[config.mk]
export PLATFORM = sky130hd
export DESIGN_NAME = wdc_top
export DESIGN_NICKNAME = d
export VERILOG_FILES = /design/src/design/wdc_timed_access.v /design/src/design/wdc_wdt_counter.v /design/src/design/wdc_top.v
export VERILOG_INCLUDE_DIRS = /design/src /design/src/shared
export SDC_FILE = /design/constraint.sdc
export NUM_CORES = 1
export LEC_CHECK = 0
export BUFFER_PORTS_ARGS = -buffer_cell sky130_fd_sc_hd__buf_2
export CAP_MARGIN = 30
export CORE_AREA = 4 4 90 92
export DETAILED_ROUTE_END_ITERATION = 6
export DIE_AREA = 0 0 94 96
export PLACE_DENSITY = 0.8
export SYNTH_ARGS = -nofsm -noshare
export SYNTH_HDL_FRONTEND = slang
export SYNTH_SLANG_ARGS = --single-unit
export TNS_END_PERCENT = 5
[constraint.sdc]
create_clock -name clk_in -period 2.9 [get_ports clk_in]
set_clock_uncertainty 0.2 [all_clocks]
set_input_delay 0.87 -clock clk_in [delete_from_list [all_inputs] [get_ports clk_in]]
set_output_delay 0.87 -clock clk_in [all_outputs]
set_load 0.03 [all_outputs]
[src/shared/wdc_consts.vh]
/*
 * Constants for the watchdog control and status block: register offsets,
 * bit positions, reset patterns and timing counts.
 * Assumes a byte-wide register port and a 125 MHz core clock.
 */
`ifndef WDC_CONSTS_VH
`define WDC_CONSTS_VH

// Register offsets on the byte-wide register port.
`define WDC_ADDR_CLOCK_CONTROL   8'h8E
`define WDC_ADDR_TIMED_ACCESS    8'hC7
`define WDC_ADDR_WDT_CONTROL     8'hD8
`define WDC_ADDR_EXT_IRQ_ENABLE  8'hE8

// Watchdog control register bit positions.
`define WDC_BIT_BAUD_DOUBLE      7
`define WDC_BIT_POWER_ON         6
`define WDC_BIT_IRQ_FLAG         3
`define WDC_BIT_RESET_FLAG       2
`define WDC_BIT_RESET_ENABLE     1
`define WDC_BIT_RESTART          0

// Bits that need an open timed-access window to be written.
`define WDC_PROTECTED_MASK       8'h4B
// Bits that exist in the watchdog control register.
`define WDC_IMPLEMENTED_MASK     8'hCF
// Bits kept across an external reset (pattern 0x0x0xx0b).
`define WDC_EXT_RESET_KEEP_MASK  8'h56
// Value after a power-on reset: only the power-on flag set.
`define WDC_POWER_ON_VALUE       8'h40

// Extended interrupt enable register.
`define WDC_BIT_WDT_IRQ_ENABLE   4
`define WDC_EIE_RESERVED_MASK    8'hE0
`define WDC_EIE_WRITABLE_MASK    8'h1F

// Clock control register: upper two bits select the watchdog interval.
`define WDC_CLOCK_CONTROL_REG_SEL_HI         7
`define WDC_CLOCK_CONTROL_REG_SEL_LO         6

// Timed-access key bytes.
`define WDC_TA_KEY_FIRST         8'hAA
`define WDC_TA_KEY_SECOND        8'h55

// Timing: clocks per machine cycle and window length in machine cycles.
`define WDC_CLKS_PER_MCYCLE      4
`define WDC_TA_WINDOW_MCYCLES    3
`define WDC_TA_WINDOW_CLKS       (`WDC_CLKS_PER_MCYCLE * `WDC_TA_WINDOW_MCYCLES)

// Delay from time-out to watchdog reset, in clocks.
`define WDC_RESET_DELAY_CLKS     512
`define WDC_RESET_DELAY_W        10

// Default interval widths, in counter bits, for the four selections.
`define WDC_INTERVAL_SEL0        17
`define WDC_INTERVAL_SEL1        20
`define WDC_INTERVAL_SEL2        23
`define WDC_INTERVAL_SEL3        26

`endif

[src/design/wdc_timed_access.v]
/*
 * Timed-access gate: watches writes to the key register and opens a short
 * window in which protected bits may be written.
 * Assumes single-cycle write strobes on the core clock.
 */
`timescale 1ns/1ps
`include "wdc_consts.vh"

module wdc_timed_access #(
  parameter WINDOW_CLKS = `WDC_TA_WINDOW_CLKS
) (
  // Clock and reset.
  input  wire       clk_in,
  input  wire       rst_in,
  input  wire       sync_rst_in,
  // Write observation.
  input  wire       wr_in,
  input  wire       key_sel_in,
  input  wire [7:0] wdata_in,
  // Window state.
  output wire       open_out
);

  reg       armed_q;
  reg [3:0] win_q;

  assign open_out = (win_q != 4'h0);

  // The second key byte must be the very next write; any other write disarms, except a first key byte to the key register, which re-arms.
  always @(posedge clk_in or posedge rst_in) begin
    if (rst_in) begin
      armed_q <= 1'b0;
      win_q   <= 4'h0;
    end else if (sync_rst_in) begin
      armed_q <= 1'b0;
      win_q   <= 4'h0;
    end else begin
      if (wr_in) begin
        armed_q <= key_sel_in && (wdata_in == `WDC_TA_KEY_FIRST);
      end
      if (wr_in && armed_q && key_sel_in && (wdata_in == `WDC_TA_KEY_SECOND)) begin
        win_q <= WINDOW_CLKS[3:0];
      end else if (win_q != 4'h0) begin
        win_q <= win_q - 4'h1;
      end
    end
  end

endmodule

[src/design/wdc_wdt_counter.v]
/*
 * Watchdog interval counter: free-running on the core clock, signals a
 * time-out pulse when the selected interval has elapsed.
 * Assumes restart is a single-cycle pulse from the control logic.
 */
`timescale 1ns/1ps
`include "wdc_consts.vh"

module wdc_wdt_counter #(
  parameter WIDTH = `WDC_INTERVAL_SEL3,
  parameter SEL0  = `WDC_INTERVAL_SEL0,
  parameter SEL1  = `WDC_INTERVAL_SEL1,
  parameter SEL2  = `WDC_INTERVAL_SEL2,
  parameter SEL3  = `WDC_INTERVAL_SEL3
) (
  // Clock and reset.
  input  wire       clk_in,
  input  wire       rst_in,
  // Control.
  input  wire       restart_in,
  input  wire [1:0] sel_in,
  // Status.
  output reg        timeout_out
);

  reg  [WIDTH-1:0] count_q;
  reg  [WIDTH-1:0] limit;
  wire [WIDTH-1:0] one = {{(WIDTH-1){1'b0}}, 1'b1};

  // Limit is all ones over the selected number of low bits for selections 0 to 2, and over all WIDTH bits for selection 3.
  always @* begin
    case (sel_in)
      2'b00:   limit = (one << SEL0) - one;
      2'b01:   limit = (one << SEL1) - one;
      2'b10:   limit = (one << SEL2) - one;
      default: limit = {WIDTH{1'b1}};
    endcase
  end

  always @(posedge clk_in or posedge rst_in) begin
    if (rst_in) begin
      count_q     <= {WIDTH{1'b0}};
      timeout_out <= 1'b0;
    end else if (restart_in) begin
      count_q     <= {WIDTH{1'b0}};
      timeout_out <= 1'b0;
    end else if (count_q >= limit) begin
      count_q     <= {WIDTH{1'b0}};
      timeout_out <= 1'b1;
    end else begin
      count_q     <= count_q + one;
      timeout_out <= 1'b0;
    end
  end

endmodule

[src/design/wdc_top.v]
/*
 * Watchdog control and status block: watchdog control register, timed-access
 * protection, interval selection, interrupt enable and watchdog reset.
 * Assumes reset pins arrive asynchronously and the register port master
 * gives one-cycle strobes on the core clock.
 */
`timescale 1ns/1ps
`include "wdc_consts.vh"

module wdc_top #(
  parameter WDT_WIDTH  = `WDC_INTERVAL_SEL3,
  parameter WDT_SEL0   = `WDC_INTERVAL_SEL0,
  parameter WDT_SEL1   = `WDC_INTERVAL_SEL1,
  parameter WDT_SEL2   = `WDC_INTERVAL_SEL2,
  parameter WDT_SEL3   = `WDC_INTERVAL_SEL3
) (
  // Clock and power-on reset.
  input  wire       clk_in,
  input  wire       rst_in,
  // Reset pins from outside the clock domain.
  input  wire       ext_reset_in,
  input  wire       power_fail_reset_in,
  // Register port.
  input  wire [7:0] addr_in,
  input  wire [7:0] wdata_in,
  input  wire       wr_in,
  input  wire       rd_in,
  output reg  [7:0] rdata_out,
  // Block outputs.
  output reg        uart1_baud_double_out,
  output reg        wdt_irq_out,
  output reg        wdt_reset_out,
  output reg        ta_window_out
);

  ////////////////////////////////////////////////////////////////////////////
  // Reset pin synchronisers.
  // Both reset pins are levels from outside the core clock domain.
  // Each passes two flops before any logic looks at it, so a slow edge
  // cannot leave half the register file in reset and half out of it.
  // The cost is two clocks of latency, which no rule cares about.

  reg ext_meta_q;
  reg ext_sync_q;
  reg pf_meta_q;
  reg pf_sync_q;

  always @(posedge clk_in or posedge rst_in) begin
    if (rst_in) begin
      ext_meta_q <= 1'b0;
      ext_sync_q <= 1'b0;
      pf_meta_q  <= 1'b0;
      pf_sync_q  <= 1'b0;
    end else begin
      ext_meta_q <= ext_reset_in;
      ext_sync_q <= ext_meta_q;
      pf_meta_q  <= power_fail_reset_in;
      pf_sync_q  <= pf_meta_q;
    end
  end

  ////////////////////////////////////////////////////////////////////////////
  // Register decode.
  // Decode is purely combinational on the address; the strobes qualify it.
  // Unmapped addresses decode to nothing and read back as zero.
  // Writes and reads are never both high, so one address decode serves both.

  wire sel_watchdog_control = (addr_in == `WDC_ADDR_WDT_CONTROL);
  wire sel_ta    = (addr_in == `WDC_ADDR_TIMED_ACCESS);
  wire sel_clock_control_reg = (addr_in == `WDC_ADDR_CLOCK_CONTROL);
  wire sel_eie   = (addr_in == `WDC_ADDR_EXT_IRQ_ENABLE);

  wire wr_watchdog_control  = wr_in && sel_watchdog_control;
  wire wr_clock_control_reg  = wr_in && sel_clock_control_reg;
  wire wr_eie    = wr_in && sel_eie;

  // The key register itself has no storage; a write to it only feeds
  // the timed-access gate, and a read of it returns zero.
  // The window length is counted in core clocks, four to a machine cycle.
  // A watchdog reset pulse also acts as a synchronous reset of the block.
  wire any_sync_rst;
  wire ta_open;

  wdc_timed_access #(
    .WINDOW_CLKS (`WDC_TA_WINDOW_CLKS)
  ) u_ta (
    .clk_in      (clk_in),
    .rst_in      (rst_in),
    .sync_rst_in (any_sync_rst),
    .wr_in       (wr_in),
    .key_sel_in  (sel_ta),
    .wdata_in    (wdata_in),
    .open_out    (ta_open)
  );

  ////////////////////////////////////////////////////////////////////////////
  // Clock control and extended interrupt enable registers.
  // Clock control is stored whole even though only its top two bits
  // matter here; the other bits belong to timers outside this block.
  // Interrupt enable keeps five bits; the upper three read back as ones.
  // Both registers return to zero on every reset source.

  reg [7:0] clock_control_reg_q;
  reg [4:0] eie_q;

  always @(posedge clk_in or posedge rst_in) begin
    if (rst_in) begin
      clock_control_reg_q <= 8'h00;
      eie_q   <= 5'h00;
    end else if (any_sync_rst) begin
      clock_control_reg_q <= 8'h00;
      eie_q   <= 5'h00;
    end else begin
      if (wr_clock_control_reg) begin
        clock_control_reg_q <= wdata_in;
      end
      if (wr_eie) begin
        eie_q <= wdata_in[4:0];
      end
    end
  end

  wire       irq_enable = eie_q[`WDC_BIT_WDT_IRQ_ENABLE];
  wire [1:0] int_sel    = clock_control_reg_q[`WDC_CLOCK_CONTROL_REG_SEL_HI:`WDC_CLOCK_CONTROL_REG_SEL_LO];

  ////////////////////////////////////////////////////////////////////////////
  // Watchdog control register.
  // The next value is worked out in one place so that every reset source,
  // software write and hardware event has a clear priority:
  // power-fail first, then watchdog reset, then external reset, then
  // ordinary operation. Within ordinary operation a software write comes
  // first, the restart bit then drops, and a time-out sets its flag last so
  // that hardware always wins a collision with a clearing write.

  reg  [7:0] watchdog_control_q;
  reg  [7:0] watchdog_control_d;
  wire       timeout;
  wire       wdt_fire;

  // Protected bits take the write only inside the window; other implemented bits always.
  wire [7:0] wmask = ta_open ? `WDC_IMPLEMENTED_MASK :
                     (`WDC_IMPLEMENTED_MASK & ~`WDC_PROTECTED_MASK);

  wire restart_req = wr_watchdog_control && ta_open && wdata_in[`WDC_BIT_RESTART];

  always @* begin
    watchdog_control_d = watchdog_control_q;
    if (pf_sync_q) begin
      watchdog_control_d = watchdog_control_q & `WDC_EXT_RESET_KEEP_MASK;
      watchdog_control_d[`WDC_BIT_RESET_FLAG] = 1'b0;
    end else if (wdt_reset_out) begin
      watchdog_control_d = watchdog_control_q & `WDC_EXT_RESET_KEEP_MASK;
      watchdog_control_d[`WDC_BIT_RESET_FLAG] = 1'b1;
    end else if (ext_sync_q) begin
      watchdog_control_d = watchdog_control_q & `WDC_EXT_RESET_KEEP_MASK;
    end else begin
      if (wr_watchdog_control) begin
        watchdog_control_d = (watchdog_control_q & ~wmask) | (wdata_in & wmask);
      end
      // Restart only lives for one cycle; the counter has taken it by then.
      if (!restart_req) begin
        watchdog_control_d[`WDC_BIT_RESTART] = 1'b0;
      end
      // Hardware set wins over a software clear in the same cycle.
      if (timeout) begin
        watchdog_control_d[`WDC_BIT_IRQ_FLAG] = 1'b1;
      end
    end
  end

  always @(posedge clk_in or posedge rst_in) begin
    if (rst_in) begin
      watchdog_control_q <= `WDC_POWER_ON_VALUE;
    end else begin
      watchdog_control_q <= watchdog_control_d;
    end
  end

  // The reset enable is read from the register itself, so clearing it
  // through an open window takes effect from the next clock.
  wire reset_enable = watchdog_control_q[`WDC_BIT_RESET_ENABLE];

  ////////////////////////////////////////////////////////////////////////////
  // Interval counter.
  // The counter sees every reset source as a restart, so a fresh interval
  // always begins after any reset. Shorter interval widths can be given
  // as parameters to keep simulation short; the defaults are the real ones.

  assign any_sync_rst = ext_sync_q || pf_sync_q || wdt_reset_out;

  wdc_wdt_counter #(
    .WIDTH (WDT_WIDTH),
    .SEL0  (WDT_SEL0),
    .SEL1  (WDT_SEL1),
    .SEL2  (WDT_SEL2),
    .SEL3  (WDT_SEL3)
  ) u_cnt (
    .clk_in      (clk_in),
    .rst_in      (rst_in),
    .restart_in  (restart_req || any_sync_rst),
    .sel_in      (int_sel),
    .timeout_out (timeout)
  );

  ////////////////////////////////////////////////////////////////////////////
  // Escalation from time-out to watchdog reset.
  // Once a time-out has been seen with the reset enable set, a fixed
  // delay runs before the reset pulse. Software can still save the
  // device by restarting the watchdog or clearing the enable during the
  // wait; either cancels the pending reset.

  reg                           pend_q;
  reg [`WDC_RESET_DELAY_W-1:0]  delay_q;
  localparam [31:0] DELAY_LAST_FULL = `WDC_RESET_DELAY_CLKS - 1;
  localparam [`WDC_RESET_DELAY_W-1:0] DELAY_LAST = DELAY_LAST_FULL[`WDC_RESET_DELAY_W-1:0];

  assign wdt_fire = pend_q && (delay_q == DELAY_LAST) && reset_enable;

  // A restart during the wait cancels the pending reset.
  always @(posedge clk_in or posedge rst_in) begin
    if (rst_in) begin
      pend_q  <= 1'b0;
      delay_q <= {`WDC_RESET_DELAY_W{1'b0}};
    end else if (any_sync_rst || restart_req || !reset_enable) begin
      pend_q  <= 1'b0;
      delay_q <= {`WDC_RESET_DELAY_W{1'b0}};
    end else if (timeout && !pend_q) begin
      pend_q  <= 1'b1;
      delay_q <= {`WDC_RESET_DELAY_W{1'b0}};
    end else if (pend_q) begin
      delay_q <= delay_q + {{(`WDC_RESET_DELAY_W-1){1'b0}}, 1'b1};
    end
  end

  ////////////////////////////////////////////////////////////////////////////
  // Outputs.
  // Every output comes straight from a flop. The flag outputs follow the
  // next value of the register so that they line up with what a read in
  // the following cycle returns. The window output is one clock late,
  // which is harmless since it is for observation only.
  // The reset pulse is a single clock wide; its own effect on this block
  // comes through the synchronous reset path in the next cycle.

  always @(posedge clk_in or posedge rst_in) begin
    if (rst_in) begin
      wdt_reset_out         <= 1'b0;
      wdt_irq_out           <= 1'b0;
      uart1_baud_double_out <= 1'b0;
      ta_window_out         <= 1'b0;
    end else begin
      wdt_reset_out         <= wdt_fire;
      wdt_irq_out           <= watchdog_control_d[`WDC_BIT_IRQ_FLAG] && irq_enable;
      uart1_baud_double_out <= watchdog_control_d[`WDC_BIT_BAUD_DOUBLE];
      ta_window_out         <= ta_open;
    end
  end

  ////////////////////////////////////////////////////////////////////////////
  // Read port: data in the cycle after the read strobe, zero when unmapped.
  // A read returns the register as it stood when the strobe was taken.
  // Outside the cycle after a read the data lines sit at zero, so a
  // careless sampler sees zero rather than stale data.

  always @(posedge clk_in or posedge rst_in) begin
    if (rst_in) begin
      rdata_out <= 8'h00;
    end else if (rd_in) begin
      if (sel_watchdog_control) begin
        rdata_out <= watchdog_control_q & `WDC_IMPLEMENTED_MASK;
      end else if (sel_clock_control_reg) begin
        rdata_out <= clock_control_reg_q;
      end else if (sel_eie) begin
        rdata_out <= `WDC_EIE_RESERVED_MASK | {3'h0, eie_q};
      end else begin
        rdata_out <= 8'h00;
      end
    end else begin
      rdata_out <= 8'h00;
    end
  end

endmodule

* After elaboration in Yosys (flattened, before gate mapping)
Index checks and enable logic that the tools add are counted.
Operators by class: add/sub/neg operators 3, magnitude comparators 1, equal/unequal tests 11, muxes and demuxes 30, bitwise gates (word level) 7, reduce and logical (&&, ||, !) cells 31
Operator list (count):
- 8-bit 2-to-1 mux | 10
- 26-bit case mux with 3 select lines | 1
- 26-bit 2-to-1 mux | 2
- 8-bit == test, second input constant | 5
- 10-bit 2-to-1 mux | 3
- 26-bit by 1-bit adder with 26-bit output, second input constant | 1
- 26-bit greater-or-equal comparator | 1
- 8-bit bitwise AND | 2
- 1-bit logical AND | 13
- 4-bit 2-to-1 mux | 3
- 10-bit by 1-bit adder with 10-bit output, second input constant | 1
- 10-bit by 9-bit == test with 1-bit output, second input constant | 1
- 5-bit 2-to-1 mux | 2
- 3-bit nonzero test | 3
- 8-bit by 7-bit == test with 1-bit output, second input constant | 1
- 1-bit 2-to-1 mux | 8
- 8-bit inverter | 1
- 8-bit bitwise OR | 1
- 2-bit nonzero test | 4
- 4-bit nonzero test | 2
- 7-bit 2-to-1 mux | 1
- 5-bit inequality test, second input constant | 1
- 1-bit logical OR | 4
- 4-bit AND reduction | 1
- 8 further kinds | 11
Word-level totals: bits in registers 80, input port bits 22, output and inout bits 12

* Logic depth before layout (Yosys ltp)
Gate-level depths: netlist of the first run.
word-level depth 11, gate-level depth with buffers 9

* Hierarchy
From an unflattened synthesis of the first run, not the netlist that was laid out.
Unflattened totals: cells, all modules 378, area, all modules 3831.2 µm²
By module, submodules not included:
- wdc_top | times used 1, cells an instance 196, area each 1996.9 µm²
- wdc_wdt_counter | times used 1, cells an instance 146, area each 1481.4 µm²
- wdc_timed_access | times used 1, cells an instance 36, area each 352.8 µm²

* Worst setup path after synthesis of the first run
OpenSTA, ideal clock, no wires.
path kind input to register, from input port addr_in[2], to register with a tool-made name, setup time 0.125 ns, data arrival time 2.340 ns, required time 2.575 ns, slack 0.236 ns, stages 5, buffers on the path 0, cell sequence nand4bb_1 -> nor4_4 -> nand2_1 -> nor3b_1 -> mux2_2
RTL lines:
- start: declaration | line wdc_top.v:24 | input wire [7:0] addr_in,

* Worst setup path in the final report of the first run
from register clock_control_reg_q[7], to register u_cnt.count_q[10]
Between the ends: word-level cells in the longest chain between the ends 5, elaborated cells between the ends (all ways) 7, classes of those cells order compare (1); eq/ne (2); mux (3); reduce/logical (1)
Ends and longest elaborated chain:
- start: declaration | line wdc_top.v:103 | reg [7:0] clock_control_reg_q;
- start signal: assignment | line wdc_top.v:115 | clock_control_reg_q <= wdata_in;
- 2-bit == test, or another cell as far along | line wdc_wdt_counter.v:32 | case (sel_in)
- 26-bit case mux with 3 select lines (*) | line wdc_wdt_counter.v:32
- 26-bit greater-or-equal comparator (*) | line wdc_wdt_counter.v:47 | end else if (count_q >= limit) begin
- 26-bit 2-to-1 mux (*) | line wdc_wdt_counter.v:47
- 26-bit 2-to-1 mux (*) | line wdc_wdt_counter.v:44 | end else if (restart_in) begin
- end signal: assignment | line wdc_wdt_counter.v:45 | count_q <= {WIDTH{1'b0}};
- end signal: assignment | line wdc_wdt_counter.v:48 | count_q <= {WIDTH{1'b0}};
- end signal: assignment | line wdc_wdt_counter.v:51 | count_q <= count_q + one;
- end: declaration | line wdc_wdt_counter.v:26 | reg [WIDTH-1:0] count_q;
Mark *: on every way between the ends. The rest lies on a longest branch, timed or not. A chain may end at the register's enable or synchronous reset.

==> qor.yml, run 1 <==
power:
  leakage_nw: 1.90
  p_comb_frac: 0.123
  pwr-share-seq: 0.512
  netSwitchingPower_w: 0.000553
  switching_share: 0.255
  ir_worst_vdd_mv: 0.337
  powerDensity_nw_per_um2: 496
  pwr-share-clk: 0.365
  intPower_w: 0.00161
logic_synthesis:
  postSynthAreaPerCell_um2: 9.81
  synth-edff-count: 0
  ys_types: 60
  ys.flop_type: "dfrtp_1"
  postSynth.asyncResetShare: 1.00
  synth_area_leader_cell: "dfrtp_1"
  synth_commonest_cells: "dfrtp_1, nor2_1, nand2_1, nand3_1, a21oi_1"
  synth_area_leaders: "dfrtp_1, nor2_1, nand3_1"
  ys_seq_area_frac: 0.496
  synth_top_area_share: 0.490
  ys_seq_elements: 77
  yosysMostFrequentCell: "dfrtp_1"
  yosysWarningCount: 0
  synth_nets: 425
  netlist_area_um2: 3880
  netlist_instances: 396
floorplanning:
  die_area_um2: 9020
  rows: 31
  initial_core_util: 0.538
  die_w_um: 94
  die_y_um: 96
  pin_count: 34
  core_um2: 7210
final_layout:
  fill_cells: 614
  drive_gt1_frac: 0.181
  post-route-cell-area_um2: 4370
  insertedDiodeCount: 0
  post-route-util: 0.605
  multi_input_area_um2: 1810
  area_delta_synth_final_pct: 12.4
  fin_nets: 469
  seq_area_um2: 1930
worst_setup_path:
  r2r_start: "clock_control_reg_q[7]"
  r2r_cells: 5
  critPathRequiredTime_ns: 2.90
  cp-start-kind: "flop"
  crit_chain: "or4_1, a211oi_4, o21ai_2, o311ai_4, nor2_1"
  arrival_ns: 2.74
  crit_slowest_cell: "o311ai_4"
  crit_type: "flop to flop"
  crit_path_end_kind: "flop"
  max_stage_delay_ns: 0.78
  r2r_end: "u_cnt.count_q[10]"
  cp_max_fo: 24
  rrSetupSlack_ns: 0.16
cts:
  cts.clk_slew.worst_paths_ns: 0.08
  htree_levels: 3
  cts_setup_buffers: 0
  ctsHoldBuffers: 0
  insertion_delay_ns: 0.35
  clockBufferDepth: 2
  clock_sinks: 77
  cts_tree: "built"
  cts_made_buffers: 9
  cts.root.buffer_cell: "clkbuf_8"
status:
  outcome: "finished clean"
detailed_routing:
  drt_wl_total_mm: 8.52
  first_iter_violations: 171
  vias: 3107
  wl_per_cell_um: 15.7
  antenna_left: 0
  via_per_inst: 5.73
  drc: 0
  dr.pass1.iters: 4
hold_path:
  min_to: "pf_sync_q"
  min_path_cells: 0
  worstHoldStart: "pf_meta_q"
  hold_class: "flop to flop"
grt:
  grt_antenna_before_repair: 0
  grt_pass1_wl_mm: 14.4
  grt_pass1_vias: 3087
  grt_use_total: 0.203
  overflow: 0
  grt_max_degree: 50
timing:
  timing.final.max_slew_violations: 0
  whs_ns: 0.154
  hold_violations: 0
  fin_tns_setup_ns: 0
  fin_ws_ns: 0.159
  post-route-min-period_ns: 2.74
  maxSlewHeadroom: 0.372
  finalCritPeriodShare: 0.945
  tightestPinTransition_ns: 0.939
  max_freq_mhz: 365
  setup_viol: 0
place:
  numPortBuffers: 33
  hpwl_mm: 5.98
  gp_congestion: 0.865
  postPlaceCellArea_um2: 4160
  dp_slack_ns: 0.0255
run:
  drv_cap: 0
==> critical path, delay by kind of cell, from the launching register on <==
kind	cells	cell delay, ns
simple gates	2	0.72
compound gates	3	1.21
flops	1	0.45
==> worst max path at each step <==
stage	end	from
floorplan	flop	addr_in[2]
global placement	u_cnt.count_q[15]	clock_control_reg_q[7]
detailed placement	u_cnt.count_q[18]	clock_control_reg_q[7]
CTS	u_cnt.count_q[18]	clock_control_reg_q[7]
global route	u_cnt.count_q[15]	clock_control_reg_q[7]
finish	u_cnt.count_q[10]	clock_control_reg_q[7]
==> metrics by stage <==
stage | total power [W] | instances
4_1_cts | 0.00218 | 542
5_1_grt | 0.00226 | 542
2_1_floorplan | 0.00131 | 396
3_3_place_gp | 0.00138 | 528
3_5_place_dp | 0.00139 | 528
6_report | 0.00216 | 542
==> flip-flops by register name (all words and copies together), names as in the netlist, named ones only <==
signal	cells
pf_meta_q	1
wdt_reset_out	1
ext_meta_q	1
watchdog_control_q	4
wdt_irq_out	1
pf_sync_q	1
pend_q	1
ta_window_out	1
u_cnt.timeout_out	1
delay_q	10
rdata_out	8
ext_sync_q	1
u_ta.win_q	4
clock_control_reg_q	8
u_cnt.count_q	26
eie_q	5
u_ta.armed_q	1
==> cell type report <==
cell class | count | share of cell area
Multi-Input combinational cell | 292 | 0.414
Clock inverter | 2 | 0.00803
Inverter | 12 | 0.0112
Sequential cell | 77 | 0.442
Clock buffer | 12 | 0.0332
Tap cell | 99 | 0.0284
Timing Repair Buffer | 48 | 0.0636
==> layout by cell type, fill, tap and decap left out, drive strengths merged, types with 3 or more instances in the layout <==
cell and n:
or4 3, or3 6, mux2i 4, buf 48, nor2 50, nor2b 3, and3 6, nand3 35
o21ai 14, a21oi 29, and2 3, xor2 19, clkbuf 12, xnor2 10, nand2b 3, nand2 38
nand4 11, inv 11, nor3 8, ha 7, nor4 5, dfrtp 76
==> what timing repair did <==
| action | in CTS | in global routing |
|---|---|---|
| pin swaps | 1 | 3 |
| setup endpoints to repair | 24 | 24 |
| resized for setup | 1 | 4 |
| endpoints found under the hold margin | 0 | 0 |
==> logic make-up (layout without fill, tap and decap cells) <==
family	after synthesis	after routing	share of synthesized area
buffers and inverters	27	74	0.0454
XOR/XNOR	29	29	0.0654
flip-flops	77	77	0.496
adder cells (fa/ha/maj)	7	7	0.0226
multiplexers	6	6	0.0161
AO/OA/AOI/OAI	63	63	0.104
AND/OR/NAND/NOR	187	187	0.250
==> layer usage <==
| layer | share of wire | global-route usage | vias to the layer above |
|---|---|---|---|
| met5 | 0 | 0 | - |
| li1 | - | - | 1484 |
| met1 | 0.43 | 0.259 | 1504 |
| met3 | 0.051 | 0.0313 | 19 |
| met2 | 0.50 | 0.338 | 100 |
| met4 | 0.019 | 0.0963 | 0 |
==> power by group through the flow <==
stage	Clock, W	Sequential (W)	Combinational, W
3_3_place_gp	0	0.00113	0.000254
6_report	0.000790	0.00111	0.000266
3_5_place_dp	0	0.00113	0.000265
2_1_floorplan	0	0.00113	0.000177
4_1_cts	0.000807	0.00111	0.000266
5_1_grt	0.000858	0.00111	0.000295
Power figures use the tool's default switching activity.
==> run 2, diff against run 1 <==
CORE_AREA = 4 4 83 85   (was 4 4 90 92)
DIE_AREA = 0 0 87 89   (was 0 0 94 96)
PLACE_DENSITY = 0.89   (was 0.8)
clock period = 3.16 ns   (was 2.9 ns; I/O delays follow)
==> run 2 against run 1 <==
Compared with the run above:
- critical path depth is 3 higher
- sequential power is 8% lower
- utilization is 9.4 points higher
==> qor.yml, run 2 (synthesis gave the netlist of run 1 again) <==
status:
  outcome: "finished clean"
detailed_routing:
  drt_wl_total_mm: 8.24
  via_per_inst: 6.10
  wl_per_cell_um: 16.0
  dr.pass1.iters: 5
  antenna_left: 0
  drc: 0
  vias: 3147
  first_iter_violations: 211
timing:
  tightestPinTransition_ns: 0.738
  fin_tns_setup_ns: 0
  timing.final.max_slew_violations: 0
  grt_setup_unrepaired: "false"
  max_freq_mhz: 364
  post-route-min-period_ns: 2.74
  setup_viol: 0
  hold_violations: 0
  finalCritPeriodShare: 0.869
  maxSlewHeadroom: 0.503
  fin_ws_ns: 0.415
cts:
  htree_levels: 3
  ctsHoldBuffers: 0
  cts_tree: "built"
  clock_sinks: 77
  insertion_delay_ns: 0.36
  cts.clk_slew.worst_paths_ns: 0.07
  cts_made_buffers: 9
  cts_resized: 0
  cts_setup_buffers: 0
  cts.root.buffer_cell: "clkbuf_8"
  clockBufferDepth: 2
final_layout:
  largest_register_ffs: 26
  regMostFlops: "u_cnt.count_q"
  area_delta_synth_final_pct: 11.8
  most-common-layout-cells: "dfrtp_1, nor2_1, nand2_1"
  insertedDiodeCount: 0
  top_regs: "u_cnt.count_q (26), delay_q (10)"
  fin_nets: 463
  post-route-cell-area_um2: 4340
  layout_commonest_cell: "dfrtp_1"
  drive_gt1_frac: 0.166
worst_setup_path:
  r2r_cells: 8
  r2r_end: "u_cnt.count_q[9]"
  crit_chain: "nand2_1, ha_1, nand3_1, a211oi_1, o21ai_0, o311ai_4, buf_4, nor2_1"
  crit_type: "flop to flop"
  crit_slowest_cell: "dfrtp_1"
  arrival_ns: 2.77
  max_stage_delay_ns: 0.57
  cp_max_fo: 24
  critPathRequiredTime_ns: 3.19
  r2r_start: "clock_control_reg_q[7]"
  rrSetupSlack_ns: 0.42
  critPathTopFamily: "compound AO/OA/AOI/OAI gates"
  crit_path_end_kind: "flop"
  cp-start-kind: "flop"
  crit_buf_inv: 1
floorplanning:
  die_area_um2: 7740
  core_um2: 6200
  rows: 29
  die_y_um: 89
  die_w_um: 87
  pin_count: 34
  initial_core_util: 0.626
hold_path:
  worstHoldStart: "pf_meta_q"
  min_path_cells: 0
  min_to: "pf_sync_q"
  hold_class: "flop to flop"
place:
  numPortBuffers: 33
  gp_congestion: 0.859
  postPlaceCellArea_um2: 4100
  hpwl_mm: 5.61
  dp_slack_ns: 0.211
power:
  leakage_nw: 1.89
  p_total_w: 0.00214
  powerDensity_nw_per_um2: 492
  ir_worst_vdd_mv: 0.350
grt:
  overflow: 0
  grt_pass1_wl_mm: 13.8
  grt_use_total: 0.230
  grt_max_degree: 56
  grt_pass1_vias: 3032
  grt_antenna_before_repair: 0
run:
  drv_cap: 0
run 2: how the worst max path moves through the flow:
stage,from,to,slack (ns),cells past startpoint
final,clock_control_reg_q[7],u_cnt.count_q[9],0.42,8
after global routing,clock_control_reg_q[7],u_cnt.count_q[8],0.24,8
after CTS,clock_control_reg_q[7],u_cnt.count_q[17],0.43,8
after detailed placement,addr_in[2],flop,0.21,6
after global placement,addr_in[0],flop,0.32,6
after floorplan,rst_in,asynchronous set/reset pin,0.05,1
run 2: worst reg2reg max path, delay by kind of cell, from the launching register on:
family | cells | cell delay [ns]
adder cells (fa/ha/maj) | 1 | 0.35
AND/OR/NAND/NOR | 3 | 0.38
flip-flops | 1 | 0.57
buffers and inverters | 1 | 0.31
AO/OA/AOI/OAI | 3 | 0.81
run 2: metrics by stage:
step | hold slack, ns | util | cells
2_1_floorplan | 0.131 | - | 396
3_5_place_dp | 0.140 | 0.661 | 500
5_1_grt | 0.171 | 0.700 | 516
4_1_cts | 0.156 | 0.700 | 516
3_3_place_gp | 0.134 | 0.661 | 500
6_report | 0.155 | 0.700 | 516
run 2: routing by layer:
layer  wire [um]  track usage
met3         506       0.0599
met5           0            0
met1        3380        0.281
met2        4140        0.383
met4         212        0.109
run 2: area by class of cell:
class	count	area, um2
Fill cell	447	1860
Sequential cell	77	1930
Tap cell	77	96.3
Clock buffer	12	145
Multi-Input combinational cell	292	1790
Clock inverter	4	95.1
Timing Repair Buffer	42	245
Inverter	12	45.0
run 2: where the power goes:
group,total [W],switching (W),internal (W)
combinational,0.000220,0.000136,0.0000836
sequential,0.00102,0.0000120,0.00100
clock,0.000899,0.000353,0.000546
total,0.00214,0.000501,0.00163
==> run 3, diff against run 2 <==
CORE_AREA = 4 4 87 89   (was 4 4 83 85)
DIE_AREA = 0 0 91 93   (was 0 0 87 89)
PLACE_DENSITY = 0.82   (was 0.89)
clock period = 3.09 ns   (was 3.16 ns; I/O delays follow)
==> run 3 against run 2 <==
Compared with the run above:
- critical path depth did not move
- cell area is 0.55% lower
- via count down 3.3%
- largest power group unchanged
==> qor.yml, run 3 (synthesis gave the netlist of run 1 again) <==
detailed_routing:
  dr.pass1.iters: 5
  drc: 0
  first_iter_violations: 207
  vias: 3042
  antenna_left: 0
  via_per_inst: 5.83
  drt_wl_total_mm: 7.92
  wl_per_cell_um: 15.2
floorplanning:
  core_um2: 6760
  initial_core_util: 0.575
  die_w_um: 91
  pin_count: 34
  rows: 30
  die_y_um: 93
  die_area_um2: 8460
timing:
  whs_ns: 0.150
  grt_setup_unrepaired: "false"
  tightestPinTransition_ns: 0.809
  finalCritPeriodShare: 0.873
  maxSlewHeadroom: 0.459
  max_freq_mhz: 371
  hold_violations: 0
  timing.final.max_slew_violations: 0
  fin_tns_setup_ns: 0
  post-route-min-period_ns: 2.70
  fin_ws_ns: 0.392
  setup_viol: 0
final_layout:
  drive_gt1_frac: 0.174
  area_delta_synth_final_pct: 11.1
  most-common-layout-cells: "dfrtp_1, nor2_1, nand2_1"
  layout_commonest_cell: "dfrtp_1"
  regMostFlops: "u_cnt.count_q"
  seq_area_um2: 1930
  largest_register_ffs: 26
  top_regs: "u_cnt.count_q (26), delay_q (10)"
  multi_input_area_um2: 1790
  insertedDiodeCount: 0
  fill_cells: 535
  fin_nets: 467
worst_setup_path:
  crit_buf_inv: 1
  crit_path_end_kind: "flop"
  crit_type: "flop to flop"
  critPathTopFamily: "compound AO/OA/AOI/OAI gates"
  rrSetupSlack_ns: 0.39
  critPathRequiredTime_ns: 3.12
  crit_chain: "nand2_1, ha_1, nand3_1, a211oi_1, o21ai_0, o311ai_4, buf_4, nor2_1"
  cp_max_fo: 24
  arrival_ns: 2.72
  cp-start-kind: "flop"
  max_stage_delay_ns: 0.58
  crit_slowest_cell: "dfrtp_1"
cts:
  cts_resized: 0
  insertion_delay_ns: 0.35
  cts_made_buffers: 9
  cts.root.buffer_cell: "clkbuf_8"
  cts_setup_buffers: 0
  cts_tree: "built"
  clock_sinks: 77
  cts.clk_slew.worst_paths_ns: 0.08
  ctsHoldBuffers: 0
  htree_levels: 3
  clockBufferDepth: 2
place:
  dp_slack_ns: 0.191
  numPortBuffers: 33
  gp_congestion: 0.851
  hpwl_mm: 5.70
status:
  outcome: "finished clean"
grt:
  grt_use_total: 0.203
  grt_max_degree: 40
  overflow: 0
  grt_pass1_vias: 3009
  grt_antenna_before_repair: 0
  grt_pass1_wl_mm: 13.8
power:
  leakage_nw: 1.87
  p_total_w: 0.00195
  ir_worst_vdd_mv: 0.293
  powerDensity_nw_per_um2: 451
run:
  drv_cap: 0
hold_path:
  hold_class: "flop to flop"
==> run 3: cell types whose count changed in the layout (fill, tap and decap cells not counted), sizes merged <==
| cell | before | now |
|---|---|---|
| buf | 42 | 46 |
| bufinv | 3 | 0 |
| clkinvlp | 0 | 3 |
| clkbuf | 12 | 11 |
| clkinv | 1 | 2 |
| inv | 12 | 11 |
==> run 3: layout make-up <==
cell class / count / area share
tap: 80 / 0.0232
sequential: 77 / 0.447
clock buffer: 11 / 0.0328
clock inverter: 4 / 0.00580
multi-input combinational: 292 / 0.414
inverter: 12 / 0.0113
timing repair buffer: 46 / 0.0667
==> run 3: where the power goes <==
group / internal [W] / leakage (nW) / switching (W)
logic: 0.000103 / 0.724 / 0.000146
registers: 0.00103 / 1.06 / 0.0000117
clock network: 0.000306 / 0.0812 / 0.000352
==> run 3: layer usage <==
layer,up-vias,share of wire,GRT usage
met5,-,0,0
met1,1452,0.42,0.248
met3,11,0.063,0.0587
li1,1489,-,-
met2,90,0.51,0.351
met4,0,0.0096,0.0603
==> run 3: worst paths after layout <==
check | depth (start not counted) | to | from
min in group asynchronous | 2 | u_cnt.count_q[4] | rst_in
max reg2reg | 8 | u_cnt.count_q[2] | clock_control_reg_q[7]
min reg2reg | 0 | ext_sync_q | ext_meta_q
max | 8 | u_cnt.count_q[2] | clock_control_reg_q[7]
min | 0 | ext_sync_q | ext_meta_q
max in group asynchronous | 3 | asynchronous set/reset pin | rst_in
==> run 3: per-stage QoR <==
step	cell area (um2)	util	cells
after floorplan	3890	-	396
after global placement	4150	0.614	507
after detailed placement	4150	0.614	507
after CTS	4320	0.639	522
after global routing	4320	0.639	522
final	4320	0.639	522
